`src/hw/evd_defines.vh`:
```
`ifndef EVD_DEFINES_VH
`define EVD_DEFINES_VH
// ----------------------------------------
// vector base register number and vector offsets
// ----------------------------------------
`define EVD_VTB_IPR 8'h11
`define EVD_OFF_MCHK 12'h004
`define EVD_OFF_ACV 12'h020
`define EVD_OFF_TNV 12'h024
`define EVD_OFF_ARITH 12'h034
`define EVD_OFF_CHANGE_TO_KERNEL 12'h040
`define EVD_OFF_CRD 12'h054
`define EVD_OFF_MEMERR 12'h060
`define EVD_OFF_TIM0 12'h078
`define EVD_OFF_TIM1 12'h07c
`define EVD_OFF_SWBASE 12'h080
`define EVD_OFF_ITIM 12'h0c0
`define EVD_OFF_EMUL 12'h0c8
`define EVD_OFF_EMULC 12'h0cc
`define EVD_OFF_CRX 12'h0f8
`define EVD_OFF_CTX 12'h0fc
`define EVD_OFF_MSP 12'h104
`define EVD_OFF_NET 12'h10c
// ----------------------------------------
// priority levels
// ----------------------------------------
`define EVD_IPL_CRD 5'h1a
`define EVD_IPL_MEMERR 5'h1d
`define EVD_IPL_DEV 5'h14
`define EVD_IPL_ITIM 5'h16
`define EVD_IPL_MCHK 5'h1f
// ----------------------------------------
// dispatch types and parameter counts
// ----------------------------------------
`define EVD_TYP_FAULT 2'h0
`define EVD_TYP_TRAP 2'h1
`define EVD_TYP_INT 2'h2
`define EVD_TYP_ABORT 2'h3
`define EVD_NP_ACV 4'h2
`define EVD_NP_ARITH 4'h1
`define EVD_NP_CHM 4'h1
`define EVD_NP_EMUL 4'ha
`define EVD_NP_MCHK 4'h4
`define EVD_NP_NONE 4'h0
// ----------------------------------------
// error bit positions and reset values
// ----------------------------------------
`define EVD_MS_TAG 0
`define EVD_MS_DATA 1
`define EVD_MS_RDPAR 6
`define EVD_MC_WRPAR 7
`define EVD_MC_CRD 29
`define EVD_MC_UNC 31
`define EVD_DS_MNXM 0
`define EVD_DS_NOGNT 2
`define EVD_DS_TMO 4
`define EVD_DS_DPAR 5
`define EVD_DS_NXM 7
`define EVD_RST_8 8'h00
`define EVD_RST_32 32'h00000000
`endif

```
`src/hw/evd_exception_unit.v`:
```
`include "evd_defines.vh"
module evd_exception_unit
(
  input wire clk_i,
  input wire sys_rst_i,
  input wire ipr_wr_i,
  input wire [7:0] ipr_num_i,
  input wire [31:0] ipr_wdata_i,
  input wire exc_acv_i,
  input wire exc_tnv_i,
  input wire exc_arith_i,
  input wire exc_arith_fault_i,
  input wire [1:0] exc_chm_mode_i,
  input wire exc_chm_i,
  input wire exc_emul_start_i,
  input wire exc_emul_cont_i,
  input wire [14:0] sw_int_req_i,
  input wire timer0_req_i,
  input wire timer1_req_i,
  input wire interval_timer_int_line_i,
  input wire console_rx_req_i,
  input wire console_tx_req_i,
  input wire mass_storage_req_i,
  input wire network_req_i,
  input wire [4:0] cur_ipl_i,
  input wire err_bus_parity_i,
  input wire err_bus_write_i,
  input wire err_cache_tag_i,
  input wire err_cache_data_i,
  input wire err_bp_nxm_i,
  input wire err_bp_no_slave_acknowledge_i,
  input wire err_bp_no_grant_i,
  input wire err_bp_dev_parity_i,
  input wire err_bus_timeout_i,
  input wire err_mem_nxm_i,
  input wire err_mem_corr_i,
  input wire err_mem_uncorr_i,
  input wire err_dma_i,
  input wire err_demand_read_i,
  input wire [7:0] ms_clear_i,
  input wire [7:0] dma_clear_i,
  input wire [31:0] mc_clear_i,
  output reg dispatch_o,
  output reg [31:0] vector_addr_o,
  output reg [11:0] vector_off_o,
  output reg [1:0] vector_type_o,
  output reg [3:0] param_count_o,
  output reg [4:0] vector_ipl_o,
  output reg first_part_done_o,
  output reg machine_check_o,
  output wire corrected_read_int_line_o,
  output wire memory_error_int_line_o,
  output wire [31:0] vector_base_o,
  output wire [7:0] memory_system_error_o,
  output wire [7:0] dma_system_error_o,
  output wire [31:0] memory_controller_error_o
);

// ----------------------------------------
// input synchronisers
// ----------------------------------------
// all requests come from pins or other logic off this block; two stages each
localparam NIN = 45;
wire [NIN-1:0] raw_in;
reg [NIN-1:0] sync1_reg;
reg [NIN-1:0] sync2_reg;
assign raw_in = {exc_acv_i, exc_tnv_i, exc_arith_i, exc_arith_fault_i, exc_chm_mode_i,
  exc_chm_i, exc_emul_start_i, exc_emul_cont_i, sw_int_req_i, timer0_req_i,
  timer1_req_i, interval_timer_int_line_i, console_rx_req_i, console_tx_req_i,
  mass_storage_req_i, network_req_i, err_bus_parity_i, err_bus_write_i,
  err_cache_tag_i, err_cache_data_i, err_bp_nxm_i, err_bp_no_slave_acknowledge_i,
  err_bp_no_grant_i, err_bp_dev_parity_i, err_bus_timeout_i, err_mem_nxm_i,
  err_mem_corr_i, err_mem_uncorr_i, err_dma_i, err_demand_read_i};

always @(posedge clk_i or posedge sys_rst_i)
begin
  if (sys_rst_i)
  begin
    sync1_reg <= {NIN{1'b0}};
    sync2_reg <= {NIN{1'b0}};
  end
  else
  begin
    sync1_reg <= raw_in;
    sync2_reg <= sync1_reg;
  end
end

wire s_acv = sync2_reg[44];
wire s_tnv = sync2_reg[43];
wire s_arith = sync2_reg[42];
wire s_arith_fault = sync2_reg[41];
wire [1:0] s_chm_mode = sync2_reg[40:39];
wire s_chm = sync2_reg[38];
wire s_emul_start = sync2_reg[37];
wire s_emul_cont = sync2_reg[36];
wire [14:0] s_sw = sync2_reg[35:21];
wire s_tim0 = sync2_reg[20];
wire s_tim1 = sync2_reg[19];
wire s_itim = sync2_reg[18];
wire s_crx = sync2_reg[17];
wire s_ctx = sync2_reg[16];
wire s_msp = sync2_reg[15];
wire s_net = sync2_reg[14];
wire s_par = sync2_reg[13];
wire s_wr = sync2_reg[12];
wire s_tag = sync2_reg[11];
wire s_dat = sync2_reg[10];
wire s_bnxm = sync2_reg[9];
wire s_nosack = sync2_reg[8];
wire s_nogrant = sync2_reg[7];
wire s_dpar = sync2_reg[6];
wire s_tmo = sync2_reg[5];
wire s_mnxm = sync2_reg[4];
wire s_corr = sync2_reg[3];
wire s_unc = sync2_reg[2];
wire s_dma = sync2_reg[1];
wire s_dread = sync2_reg[0];

// ----------------------------------------
// vector table base
// ----------------------------------------
reg [31:0] vtb_reg;
always @(posedge clk_i or posedge sys_rst_i)
begin
  if (sys_rst_i)
    vtb_reg <= `EVD_RST_32;
  else if (ipr_wr_i && ipr_num_i == `EVD_VTB_IPR)
    vtb_reg <= {ipr_wdata_i[31:2], 2'b00};
end
assign vector_base_o = vtb_reg;

// ----------------------------------------
// error status
// ----------------------------------------
reg [7:0] ms_reg;
reg [7:0] ds_reg;
reg [31:0] mc_reg;
reg [7:0] ms_set;
reg [7:0] ds_set;
reg [31:0] mc_set;
always @*
begin
  ms_set = 8'h00;
  ds_set = 8'h00;
  mc_set = 32'h00000000;
  ms_set[`EVD_MS_RDPAR] = s_par & ~s_wr;
  mc_set[`EVD_MC_WRPAR] = s_par & s_wr;
  ms_set[`EVD_MS_TAG] = s_tag;
  ms_set[`EVD_MS_DATA] = s_dat;
  ds_set[`EVD_DS_NXM] = s_bnxm;
  ds_set[`EVD_DS_NOGNT] = s_nogrant;
  ds_set[`EVD_DS_DPAR] = s_dpar;
  ds_set[`EVD_DS_TMO] = s_dma & (s_tmo | s_unc);
  ds_set[`EVD_DS_MNXM] = s_dma & s_mnxm;
  mc_set[`EVD_MC_CRD] = s_corr;
  mc_set[`EVD_MC_UNC] = s_unc;
end

// set wins over a clear in the same cycle
always @(posedge clk_i or posedge sys_rst_i)
begin
  if (sys_rst_i)
  begin
    ms_reg <= `EVD_RST_8;
    ds_reg <= `EVD_RST_8;
    mc_reg <= `EVD_RST_32;
  end
  else
  begin
    ms_reg <= (ms_reg & ~ms_clear_i) | ms_set;
    ds_reg <= (ds_reg & ~dma_clear_i) | ds_set;
    mc_reg <= (mc_reg & ~mc_clear_i) | mc_set;
  end
end
assign memory_system_error_o = ms_reg;
assign dma_system_error_o = ds_reg;
assign memory_controller_error_o = mc_reg;

// ----------------------------------------
// error response
// ----------------------------------------
// no slave acknowledge has no status bit, but still reaches a response
wire any_err = s_par | s_tag | s_dat | s_bnxm | s_nosack | s_nogrant | s_dpar
  | s_tmo | s_mnxm | s_unc;
// fatal errors on a demand read without dma abort the instruction; others post an interrupt
wire mchk_ev = any_err & s_dread & ~s_dma;
wire memerr_ev = any_err & ~mchk_ev;
wire crd_ev = s_corr & ~s_unc;
reg crd_pend_reg;
reg memerr_pend_reg;

assign corrected_read_int_line_o = ~crd_pend_reg;
assign memory_error_int_line_o = ~memerr_pend_reg;

// ----------------------------------------
// dispatch selection
// ----------------------------------------
localparam ST_IDLE = 2'b01;
localparam ST_SENT = 2'b10;
reg [1:0] state_reg;
reg [1:0] state_next;
reg sel_v;
reg [11:0] sel_off;
reg [1:0] sel_typ;
reg [3:0] sel_np;
reg [4:0] sel_ipl;
reg sel_fpd;
reg sel_mchk;
reg sel_crd;
reg sel_mem;
integer i;

function [11:0] sw_off;
  input [3:0] lvl;
  begin
    sw_off = `EVD_OFF_SWBASE + {6'h00, lvl, 2'b00};
  end
endfunction

// highest level first; exceptions preempt interrupts
always @*
begin
  sel_v = 1'b0;
  sel_off = 12'h000;
  sel_typ = `EVD_TYP_INT;
  sel_np = `EVD_NP_NONE;
  sel_ipl = 5'h00;
  sel_fpd = 1'b0;
  sel_mchk = 1'b0;
  sel_crd = 1'b0;
  sel_mem = 1'b0;
  for (i = 1; i <= 15; i = i + 1)
  begin
    if (s_sw[i-1] && cur_ipl_i < i[4:0])
    begin
      sel_v = 1'b1;
      sel_off = sw_off(i[3:0]);
      sel_ipl = i[4:0];
    end
  end
  if ((s_tim0 | s_tim1 | s_crx | s_ctx | s_msp | s_net) && cur_ipl_i < `EVD_IPL_DEV)
  begin
    sel_v = 1'b1;
    sel_ipl = `EVD_IPL_DEV;
    sel_off = s_tim0 ? `EVD_OFF_TIM0 : s_tim1 ? `EVD_OFF_TIM1 : s_crx ? `EVD_OFF_CRX :
      s_ctx ? `EVD_OFF_CTX : s_msp ? `EVD_OFF_MSP : `EVD_OFF_NET;
  end
  if (s_itim && cur_ipl_i < `EVD_IPL_ITIM)
  begin
    sel_v = 1'b1;
    sel_ipl = `EVD_IPL_ITIM;
    sel_off = `EVD_OFF_ITIM;
  end
  if (crd_pend_reg && cur_ipl_i < `EVD_IPL_CRD)
  begin
    sel_v = 1'b1;
    sel_ipl = `EVD_IPL_CRD;
    sel_off = `EVD_OFF_CRD;
    sel_crd = 1'b1;
  end
  if (memerr_pend_reg && cur_ipl_i < `EVD_IPL_MEMERR)
  begin
    sel_v = 1'b1;
    sel_ipl = `EVD_IPL_MEMERR;
    sel_off = `EVD_OFF_MEMERR;
    sel_crd = 1'b0;
    sel_mem = 1'b1;
  end
  if (s_emul_cont | s_emul_start | s_chm | s_arith | s_tnv | s_acv | mchk_ev)
  begin
    sel_v = 1'b1;
    sel_ipl = cur_ipl_i;
    sel_crd = 1'b0;
    sel_mem = 1'b0;
    if (mchk_ev)
    begin
      sel_off = `EVD_OFF_MCHK;
      sel_typ = `EVD_TYP_ABORT;
      sel_np = `EVD_NP_MCHK;
      sel_mchk = 1'b1;
    end
    else if (s_acv)
    begin
      sel_off = `EVD_OFF_ACV;
      sel_typ = `EVD_TYP_FAULT;
      sel_np = `EVD_NP_ACV;
    end
    else if (s_tnv)
    begin
      sel_off = `EVD_OFF_TNV;
      sel_typ = `EVD_TYP_FAULT;
      sel_np = `EVD_NP_ACV;
    end
    else if (s_arith)
    begin
      sel_off = `EVD_OFF_ARITH;
      sel_typ = s_arith_fault ? `EVD_TYP_FAULT : `EVD_TYP_TRAP;
      sel_np = `EVD_NP_ARITH;
    end
    else if (s_chm)
    begin
      sel_off = `EVD_OFF_CHANGE_TO_KERNEL + {8'h00, s_chm_mode, 2'b00};
      sel_typ = `EVD_TYP_TRAP;
      sel_np = `EVD_NP_CHM;
    end
    else if (s_emul_start)
    begin
      sel_off = `EVD_OFF_EMUL;
      sel_typ = `EVD_TYP_FAULT;
      sel_np = `EVD_NP_EMUL;
    end
    else
    begin
      sel_off = `EVD_OFF_EMULC;
      sel_typ = `EVD_TYP_FAULT;
      sel_fpd = 1'b1;
    end
  end
  // every offset chosen above is a used one; gaps in the table are never produced
  state_next = ST_IDLE;
  case (state_reg)
    ST_IDLE: state_next = sel_v ? ST_SENT : ST_IDLE;
    ST_SENT: state_next = ST_IDLE;
    default: state_next = ST_IDLE;
  endcase
end

// one dispatch per two cycles so synchronised levels can drop between them
always @(posedge clk_i or posedge sys_rst_i)
begin
  if (sys_rst_i)
  begin
    state_reg <= ST_IDLE;
    dispatch_o <= 1'b0;
    vector_addr_o <= `EVD_RST_32;
    vector_off_o <= 12'h000;
    vector_type_o <= `EVD_TYP_FAULT;
    param_count_o <= `EVD_NP_NONE;
    vector_ipl_o <= 5'h00;
    first_part_done_o <= 1'b0;
    machine_check_o <= 1'b0;
    crd_pend_reg <= 1'b0;
    memerr_pend_reg <= 1'b0;
  end
  else
  begin
    state_reg <= state_next;
    dispatch_o <= (state_reg == ST_IDLE) && sel_v;
    machine_check_o <= (state_reg == ST_IDLE) && sel_mchk;
    if (state_reg == ST_IDLE && sel_v)
    begin
      vector_addr_o <= vtb_reg + {20'h00000, sel_off};
      vector_off_o <= sel_off;
      vector_type_o <= sel_typ;
      param_count_o <= sel_np;
      vector_ipl_o <= sel_ipl;
      first_part_done_o <= sel_fpd;
    end
    crd_pend_reg <= crd_ev | (crd_pend_reg & ~(state_reg == ST_IDLE && sel_crd));
    memerr_pend_reg <= memerr_ev | (memerr_pend_reg & ~(state_reg == ST_IDLE && sel_mem));
  end
end

endmodule // evd_exception_unit

```
`config.mk`:
```
export PLATFORM = sky130hd
export DESIGN_NAME = evd_exception_unit
export DESIGN_NICKNAME = d
export VERILOG_FILES = /design/src/hw/evd_exception_unit.v
export VERILOG_INCLUDE_DIRS = /design/src /design/src/hw
export SDC_FILE = /design/constraint.sdc
export NUM_CORES = 1
export LEC_CHECK = 0
export BUFFER_PORTS_ARGS = -buffer_cell sky130_fd_sc_hd__buf_2
export CAP_MARGIN = 5
export CORE_MARGIN = 2
export CORE_UTILIZATION = 51
export CTS_CLUSTER_SIZE = 16
export DETAILED_ROUTE_END_ITERATION = 8
export PLACE_DENSITY_LB_ADDON = 0.15
export SETUP_SLACK_MARGIN = 0.5
export SYNTH_ARGS = -nofsm -noshare
export SYNTH_HDL_FRONTEND = slang
export SYNTH_SLANG_ARGS = --single-unit
```
`constraint.sdc`:
```
create_clock -name clk_i -period 8.3 [get_ports clk_i]
set_clock_uncertainty 0.05 [all_clocks]
set_input_delay 0.415 -clock clk_i [delete_from_list [all_inputs] [get_ports clk_i]]
set_output_delay 0.415 -clock clk_i [all_outputs]
set_load 0.02 [all_outputs]
```
---- Word-level counts from Yosys, hierarchy flattened ----
Cells that the tools add are included.
word-level totals
  output and inout port bits .............. 140
  register bits ........................... 230
  bits of input ports ..................... 141
operators by class
  equal/unequal tests ..................... 2
  reduce and logical (&&, ||, !) cells .... 24
  multiplexer cells ....................... 101
  add/sub/neg operators ................... 2
  order comparisons ....................... 19
  bitwise gates (word level) .............. 50
operators by type and width
  operator               count
  $mux W12               19
  $mux W5                19
  $mux W8                6
  $lt A5 B4 Y1 const B   8
  $mux W1                40
  $mux W9                4
  $add A32 B12 Y32       1
  $and A32 B32 Y32       1
  $mux W4                8
  $not A32 Y32           1
  $or A32 B32 Y32        1
  $logic_and A1 B1 Y1    24
  $or A1 B1 Y1           23
  $lt A5 B3 Y1 const B   4
  $lt A5 B5 Y1 const B   4
  $and A8 B8 Y8          2
  $not A8 Y8             2
  $and A1 B1 Y1          10
  $lt A5 B2 Y1 const B   2
  $add A7 B4 Y8 const A  1
  $eq A8 B5 Y1 const B   1
  $mux W2                4
  $not A1 Y1             8
  $or A8 B7 Y8           1
  4 further kinds        4

---- Depth between registers and ports, before layout ----
Gate-level depths: netlist (run 1).
  depth after elaboration ................. 24
  depth in mapped cells ................... 17
  depth with buffers taken out ............ 16

---- Least setup slack after synthesis (run 1) ----
OpenSTA, ideal clock, no wires.
  path type ............................... reg2reg
  start point ............................. register sync2_reg[42]
  end point ............................... register vector_addr_o[31]
  cell stages (with the launch flop) ...... 16
  path slack .............................. 4.698 ns
  arrival ................................. 3.425 ns
  buffers on the path ..................... 2
  path through ............................ dfrtp_1 or3_1 buf_6 a2111oi_4 and2_1 buf_2 nand2_1 o311ai_2 ha_1 a21oi_1 o22ai_1 o2111ai_1 or2_2 nor3_1 xnor2_1 o21ai_0
on the way
  word-level cells in the longest chain between the ends .. 6
  elaborated cells between the ends (all ways) .. 12
ends and longest elaborated chain
  element                                         line                                                source
  from (decl)                                     evd_exception_unit.v:66                             reg [NIN-1:0] sync2_reg;
  from (signal assigned)                          evd_exception_unit.v:80                             sync2_reg <= {NIN{1'b0}};
  from (signal assigned)                          evd_exception_unit.v:85                             sync2_reg <= sync1_reg;
  $mux W8 / $or A1 B1 Y1 (equally long branches)  evd_exception_unit.v:295, evd_exception_unit.v:270
  $mux W8 / $or A1 B1 Y1 (equally long branches)  evd_exception_unit.v:289, evd_exception_unit.v:270
  $mux W8 / $or A1 B1 Y1 (equally long branches)  evd_exception_unit.v:283, evd_exception_unit.v:270
  $mux W8 / $or A1 B1 Y1 (equally long branches)  evd_exception_unit.v:276, evd_exception_unit.v:270
  $mux W12 (*)                                    evd_exception_unit.v:270                            if (s_emul_cont | s_emul_start | s_chm | s_arith | s_tnv | s_acv | mchk_ev)
  net sel_off[4]                                  evd_exception_unit.v:204                            reg [11:0] sel_off;
  $add A32 B12 Y32 (*)                            evd_exception_unit.v:353                            vector_addr_o <= vtb_reg + {20'h00000, sel_off};
  to (signal assigned)                            evd_exception_unit.v:336                            vector_addr_o <= `EVD_RST_32;
  to (signal assigned)                            evd_exception_unit.v:353
  to (decl)                                       evd_exception_unit.v:44                             output reg [31:0] vector_addr_o,
The timed path passes the listed nets; every way through them passes the cells marked *.
A chain may end at the register's enable or synchronous reset.

---- Worst setup path in the final report (run 1) ----
  start point ............................. register sync2_reg[11]
  end point ............................... register vector_addr_o[30]
on the way
  word-level cells in the longest chain between the ends .. 14
  elaborated cells between the ends (all ways) .. 17
ends and longest elaborated chain
  element                                         line                                                source
  $or A1 B1 Y1 (*) (6 in a row)                   evd_exception_unit.v:184                            wire any_err = s_par | s_tag | s_dat | s_bnxm | s_nosack | s_nogrant | s_dpar
  $or A1 B1 Y1 (*) (3 in a row)                   evd_exception_unit.v:185                            | s_tmo | s_mnxm | s_unc;
  $and A1 B1 Y1 (*) (2 in a row)                  evd_exception_unit.v:187                            wire mchk_ev = any_err & s_dread & ~s_dma;
  $mux W8 / $or A1 B1 Y1 (equally long branches)  evd_exception_unit.v:276, evd_exception_unit.v:270
  $mux W12 (*)                                    evd_exception_unit.v:270
  net sel_off[3]                                  evd_exception_unit.v:204
  $add A32 B12 Y32 (*)                            evd_exception_unit.v:353
Marks and branches as above.

==> results.ini, run 1 <==
[place]
gp_congestion = 0.908
io_buffer_count = 269
dp_hpwl_um = 13300
placedCellCount = 1174

[run]
cap_violations = 0

[cts]
ctsResizeCount = 0
cts_tree = yes
clk_pin_slew_ps = 60
clkSinkCount = 222
numCtsBuffers = 24
htree_levels = 1
cts-root-buf = clkbuf_16
cts_setup_buffers = 0
holdBufCountCts = 56
worst_skew_pair.late_latency_ps = 500
cts_buffer_depth = 3

[detailed_routing]
drtIter0Drc = 333
viasPerCell = 4.97
route.vias.total = 6327
wl_per_cell_um = 15.1
dr.pass1.iters = 4
drc = 0
final_antenna_net_count = 0
wl_um = 19300

[finish]
ff_latch_area_mm2 = 0.00556
multi_input_area_mm2 = 0.00276
nets = 1187
drive_above_1_share_pct = 34.4
fill_cells = 1269
diodes = 0
syn_to_final_growth_pct = 33.6
final_cells = 1274

[synth]
ys_seq_area_share_pct = 64.4
synth_ff_type = dfrtp_1
ys_types = 65
postSynth.asyncResetShare_pct = 100
synthCells = 705
ys_warn_count = 0
synth_area_mm2 = 0.00862
synth-seq-cells = 222
synth-edff-count = 0
postSynthAreaPerCell_um2 = 12.2

[timing]
rsz0062_at_grt = false
maxSlewHeadroom_pct = 37.7
setup_viol = 0
drv_slew = 0
finalCritPeriodShare_pct = 53.0
period_minus_slack_ps = 4400
hold_viol_final = 0
timing.fmax_mhz = 227
worst_pin_slew_ps = 935
finalSetupTns_ps = 0

[setup_path]
arrival_ps = 4700
worst_path_largest_cell_delay_ps = 700
cp_slowest_cell = nor4_1
endpoint_kind = flip-flop
path_cells = nor4_1 > a31o_2 > and2_1 > nand2b_1 > o21ai_1 > inv_1 > fa_1 > nor2b_1 > o31a_1 > o2111a_1 > nand4_1 > nor2_1 > xnor2_1 > o21ai_0
path_class = flip-flop to flip-flop
crit_fanout = 10
crit_path_start_kind = flip-flop
crit_family = simple AND/OR/NAND/NOR gates
required_ps = 8600
cp_num_buf_inv = 1

[power]
power_per_cell_area_mw_per_mm2 = 216
ir_drop_mv = 0.166
p_leak_uw = 0.00583

[floorplanning]
start_util_pct = 52.0
ios = 281
dieArea_mm2 = 0.0180
core_mm2 = 0.0166
die_x_um = 134
die_h_um = 134
rows = 47

[grt]
grt_max_degree = 147
gr-total-overflow = 0
grt_pass1_wl_um = 30700
grt_pass1_vias = 6252
grtUsageTotal_pct = 21.2
antenna_found_initial = 0

[run_status]
outcome = complete, no violations

[min_path]
hold_class = input pin to flip-flop

[metal layers]
| metal | vias up | global-route usage, % | share of wire [%] |
|---|---|---|---|
| li1 | 3060 | - | - |
| met1 | 2997 | 28.3 | 43 |
| met2 | 235 | 35.6 | 48 |
| met3 | 35 | 4.31 | 6.7 |
| met4 | 0 | 5.91 | 2.1 |
| met5 | - | 0 | 0 |
[synthesized netlist by cell type (all sizes together) (5+ instances only)]
library cell / instances / area (um^2)
a211oi: 5 / 37.5
a21o: 11 / 82.6
a21oi: 20 / 100
buf: 25 / 191
clkbuf: 5 / 18.8
dfrtp: 221 / 5530
ha: 7 / 87.6
inv: 33 / 126
mux2: 37 / 424
nand2: 67 / 254
nand2b: 9 / 56.3
nand3: 14 / 70.1
nand4: 6 / 37.5
nor2: 38 / 143
nor2b: 45 / 282
nor3: 7 / 40.0
o21ai: 54 / 270
or2: 5 / 31.3
or3: 5 / 31.3
xnor2: 15 / 131
xor2: 12 / 105
[per-stage QoR]
step	util (%)	hold WS (ps)	instance area, um^2	total power (uW)	setup WS [ps]
final	69.5	12.1	11500	2480	3900
after detailed placement	60.8	285	10100	1360	3890
after CTS	69.3	0.0969	11500	2510	3880
after global routing	69.5	0.0709	11500	2580	3550
after global placement	60.8	282	10100	1360	3900
after floorplan	-	281	8650	1280	1760
[cell type report]
| type | instances | share of cell area [%] |
|---|---|---|
| Sequential cell | 222 | 48.2 |
| Multi-Input combinational cell | 428 | 24.0 |
| Timing Repair Buffer | 329 | 16.9 |
| Clock buffer | 33 | 6.04 |
| Tap cell | 220 | 2.39 |
| Clock inverter | 9 | 1.36 |
| Inverter | 33 | 1.16 |
[layout by cell type (no fill, tap or decap), types with 4 or more instances in the layout]
cell             n
bufinv_16        4
nor2_1          38
clkbuf_8         4
or2_2            5
o2111ai_1        4
xnor2_1         15
a31oi_1          4
a211oi_1         5
nand2_1         66
a21o_1          11
inv_1           30
o22ai_1          4
clkbuf_1         4
o31ai_1          4
dfrtp_1        221
ha_1             7
nand2b_1         9
nand3_1         14
xor2_1          12
nor3_1           6
nor2b_1         45
conb_1           9
buf_2          269
dlygate4sd3_1   58
nand4_1          6
or3_1            5
clkbuf_16       25
a21oi_1         20
nor4_1           4
o21ai_0         53
mux2_2          35
[cells by family after synthesis]
family,Yosys count,synth area share (%)
and+or+nand+nor,215,12.6
DFF,222,64.4
buffers and inverters,63,3.90
adders and majority gates,8,1.25
muxes,37,4.92
other,1,0.0435
AOI/OAI and AO/OA,132,10.1
xor gates and xnor gates,27,2.74
[final timing paths]
check / slack, ps / end / start / cells past startpoint
max: 3900 / vector_addr_o[30]$_DFFE_PP0P_ / sync2_reg[11]$_DFF_PP0_ / 14
min: 10 / memory_controller_error_o[9]$_DFF_PP0_ / mc_clear_i[9] / 2
max reg2reg: 3900 / vector_addr_o[30]$_DFFE_PP0P_ / sync2_reg[11]$_DFF_PP0_ / 14
min reg2reg: 290 / sync2_reg[36]$_DFF_PP0_ / sync1_reg[36]$_DFF_PP0_ / 0
max in group asynchronous: 6600 / sync2_reg[37]$_DFF_PP0_ / sys_rst_i / 3
min in group asynchronous: 100 / memory_controller_error_o[9]$_DFF_PP0_ / sys_rst_i / 2
[worst register-to-register path, delay by kind of cell, from the launching register on]
kind	cells	cell delay, ps
AND/OR/NAND/NOR	6	1700
flip-flops	1	390
buffers and inverters	1	130
AO/OA/AOI/OAI	5	1410
XOR/XNOR	1	130
adder cells (fa/ha/maj)	1	450
[report_power, final]
part	internal [uW]	switching [uW]
Combinational	89.1	118
Sequential	1130	28.4
Clock	709	411
Total	1930	557
No activity file was read; power rests on OpenSTA's default activity.
==> run 2: changes to the inputs <==
--- a/config.mk
+++ b/config.mk
@@ -6,10 +6,11 @@
 export SDC_FILE = /design/constraint.sdc
 export NUM_CORES = 1
 export LEC_CHECK = 0
+export ABC_AREA = 1
 export BUFFER_PORTS_ARGS = -buffer_cell sky130_fd_sc_hd__buf_2
 export CAP_MARGIN = 5
 export CORE_MARGIN = 2
-export CORE_UTILIZATION = 51
+export CORE_UTILIZATION = 46
 export CTS_CLUSTER_SIZE = 16
 export DETAILED_ROUTE_END_ITERATION = 8
 export PLACE_DENSITY_LB_ADDON = 0.15
==> constraint.sdc (replaced) <==
create_clock -name clk_i -period 3.55 [get_ports clk_i]
set_clock_uncertainty 0.05 [all_clocks]
set_input_delay 0.1775 -clock clk_i [delete_from_list [all_inputs] [get_ports clk_i]]
set_output_delay 0.1775 -clock clk_i [all_outputs]
set_load 0.02 [all_outputs]
==> results.ini, run 2 <==
[cts]
numCtsBuffers = 23  ; -4.2%
worst_skew_pair.late_latency_ps = 510  ; about the same
cts_tree = yes
htree_levels = 1  ; unchanged
cts_buffer_depth = 3  ; unchanged
clkSinkCount = 222  ; unchanged
clk_pin_slew_ps = 70  ; about the same
cts-root-buf = clkbuf_16

[run_status]
violations = setup timing
outcome = complete, but fails checks

[setup_path]
r2r_slack_ps = -30  ; -3930 ps
crit_fanout = 5  ; -5
crit_path_start_kind = flip-flop
worstRegToRegCells = 25  ; +11
r2r_end = vector_addr_o[14]$_DFFE_PP0P_
endpoint_kind = flip-flop
path_class = flip-flop to flip-flop
arrival_ps = 3930  ; -770 ps
required_ps = 3900  ; -4700 ps
timing.rr.start = sync2_reg[7]$_DFF_PP0_

[detailed_routing]
wl_per_cell_um = 15.1  ; -0.25%
route.vias.total = 7748  ; +22%
dr.pass1.iters = 5  ; +1
viasPerCell = 4.77  ; -4.0%
final_antenna_net_count = 0  ; unchanged
drc = 0  ; unchanged
drtIter0Drc = 339  ; +1.8%
wl_um = 24500  ; +27%

[place]
io_buffer_count = 269  ; unchanged
gp_congestion = 0.887  ; -2.3%
dpl_cell_area_mm2 = 0.0107  ; +6.3%
dp_hpwl_um = 15600  ; +18%

[finish]
drive_above_1_share_pct = 36.8  ; +2.3 points
postLayoutCoreUtil_pct = 72.0  ; +2.5 points
nets = 1523  ; +28%
layout_common_cells = buf_2 (269), dfrtp_1 (221), nand2_1 (152), dlygate4sd3_1 (124), inv_1 (110)
mostFrequentLayoutCell = buf_2
syn_to_final_growth_pct = 54.2
fill_cells = 1328  ; +4.6%
final_cell_area_mm2 = 0.0134  ; +16%

[timing]
maxSlewHeadroom_pct = 29.7  ; -7.9 points
timing.fmax_mhz = 279  ; +23%
finalSetupTns_ps = -43.3  ; -43.3 ps
period_minus_slack_ps = 3580  ; -819 ps
setup_slack_ps = -30.9  ; -3930 ps
setup_viol = 2  ; +2
drv_slew = 0  ; unchanged
finalCritPeriodShare_pct = 101  ; +48 points
rsz0062_at_grt = true
hold_viol_final = 0  ; unchanged
worst_pin_slew_ps = 1050  ; +117 ps

[grt]
grtUsageTotal_pct = 24.2  ; +3.0 points
grt_pass1_wl_um = 38800  ; +26%
grt_max_degree = 99  ; -33%
gr-total-overflow = 0  ; unchanged
grt_pass1_vias = 7799  ; +25%
antenna_found_initial = 1  ; +1

[floorplanning]
die_x_um = 142  ; +5.6%
die_h_um = 142  ; +5.6%
dieArea_mm2 = 0.0200  ; +12%
rows = 50  ; +6.4%
start_util_pct = 46.7  ; -5.3 points
core_mm2 = 0.0186  ; +12%
ios = 281  ; unchanged

[synth]
netlist_top_cells_count = dfrtp_1 (221), nand2_1 (163), inv_1 (120)
synth_top_cell_area_share_pct = 63.5  ; -0.60 points
ys_warn_count = 0  ; unchanged
synth_ff_type = dfrtp_1
synth-edff-count = 0  ; unchanged
ys_seq_area_share_pct = 63.8  ; -0.60 points
postSynthAreaPerCell_um2 = 9.90  ; -19%
synth_area_mm2 = 0.00870  ; +0.94%
ys_types = 40  ; -38%
synthCells = 879  ; +25%
synth.largest_area_cell = dfrtp_1
synth_area_leaders = dfrtp_1 (64%), nand2_1 (7.0%), inv_1 (5.2%), nor2_1 (4.7%), a21oi_1 (3.0%)
synth_most_common_cell = dfrtp_1
postSynth.asyncResetShare_pct = 100  ; unchanged
synth-seq-cells = 222  ; unchanged

[power]
ir_drop_mv = 0.459  ; +180%
p_leak_uw = 0.00688  ; +18%
power_per_cell_area_mw_per_mm2 = 429  ; +99%
power_uw = 5760  ; +130%

[min_path]
min_path_cells = 5  ; +3
min_to = vector_ipl_o[0]$_DFFE_PP0P_
hold_start = cur_ipl_i[0]
hold_class = input pin to flip-flop

[run]
cap_violations = 0  ; unchanged

[run 2: cell type report]
type / count / area (um^2) / area share, %
clock buffers: 34 / 677 / 5.05
flip-flops and latches: 222 / 5560 / 41.4
diodes: 1 / 2.50 / 0.0187
well taps: 234 / 293 / 2.18
inverters: 130 / 497 / 3.70
repair buffers: 488 / 3380 / 25.2
clock inverters: 7 / 77.6 / 0.578
multi-input cells: 509 / 2930 / 21.9
[run 2: cells by family (layout without fill, tap and decap cells)]
kind of cell,after synthesis,after routing,share of synthesized area (%)
AO/OA/AOI/OAI,123,123,7.72
flip-flops,222,222,63.8
buffers and inverters,156,659,7.61
multiplexers,12,12,1.55
other,1,10,0.0431
XOR/XNOR,16,16,1.61
AND/OR/NAND/NOR,341,341,16.4
adder cells (fa/ha/maj),8,8,1.24
[run 2: worst max path at each step]
stage,start,to,slack [ps],cells after the start
floorplan,sync2_reg[44]$_DFF_PP0_,vector_addr_o[27]$_DFFE_PP0P_,200,27
global placement,sync2_reg[7]$_DFF_PP0_,vector_addr_o[27]$_DFFE_PP0P_,-140,25
detailed placement,cur_ipl_i[2],vector_addr_o[31]$_DFFE_PP0P_,-240,25
CTS,sync2_reg[43]$_DFF_PP0_,vector_addr_o[29]$_DFFE_PP0P_,50,27
global route,sync2_reg[7]$_DFF_PP0_,vector_addr_o[22]$_DFFE_PP0P_,-240,25
finish,sync2_reg[7]$_DFF_PP0_,vector_addr_o[14]$_DFFE_PP0P_,-30,25
[run 2: metrics by stage]
stage	hold WS [ps]	cells	setup WS [ps]
final	102	1625	-30.9
after global placement	236	1422	-136
after global routing	122	1625	-243
after floorplan	159	887	199
after detailed placement	237	1422	-236
after CTS	73.2	1611	49.8
[run 2: layer usage]
| metal | wire (um) | track usage (%) | vias to the layer above |
|---|---|---|---|
| li1 | - | - | 3752 |
| met1 | 10300 | 32.0 | 3665 |
| met2 | 11900 | 40.4 | 288 |
| met3 | 1700 | 5.60 | 43 |
| met4 | 579 | 6.37 | 0 |
| met5 | 0 | 0 | - |
[run 2: worst max-delay path: stages, from the launching register on]
cell and delay, ps:
dfrtp_1 400, nor2_2 100, nand3_2 80, nor3_2 170, nand2_1 110, nand3_2 90, inv_2 60, buf_4 170
nor2_1 180, nand2_2 120, o22ai_4 220, ha_4 240, buf_4 140, a21oi_1 140, o21ai_0 90, nand2_1 80
nand2_2 70, buf_4 130, buf_4 120, buf_4 120, buf_4 120, buf_4 120, buf_4 120, buf_4 120
nand2_1 50, a21oi_1 60
[run 2: where the power goes]
group          total, uW  leakage, uW  internal, uW  switching [uW]
combinational        678      0.00388           308             369
clock               2380     0.000372          1400             978
sequential          2710      0.00263          2640            66.3
[run 2: repair_timing]
item                                    CTS  global route
buffers inserted                         24            13
hold buffers                            124             0
gates resized for setup                  59            41
pin swaps                                30            36
endpoints found under the hold margin   153             0
endpoints found under the setup margin   24            34
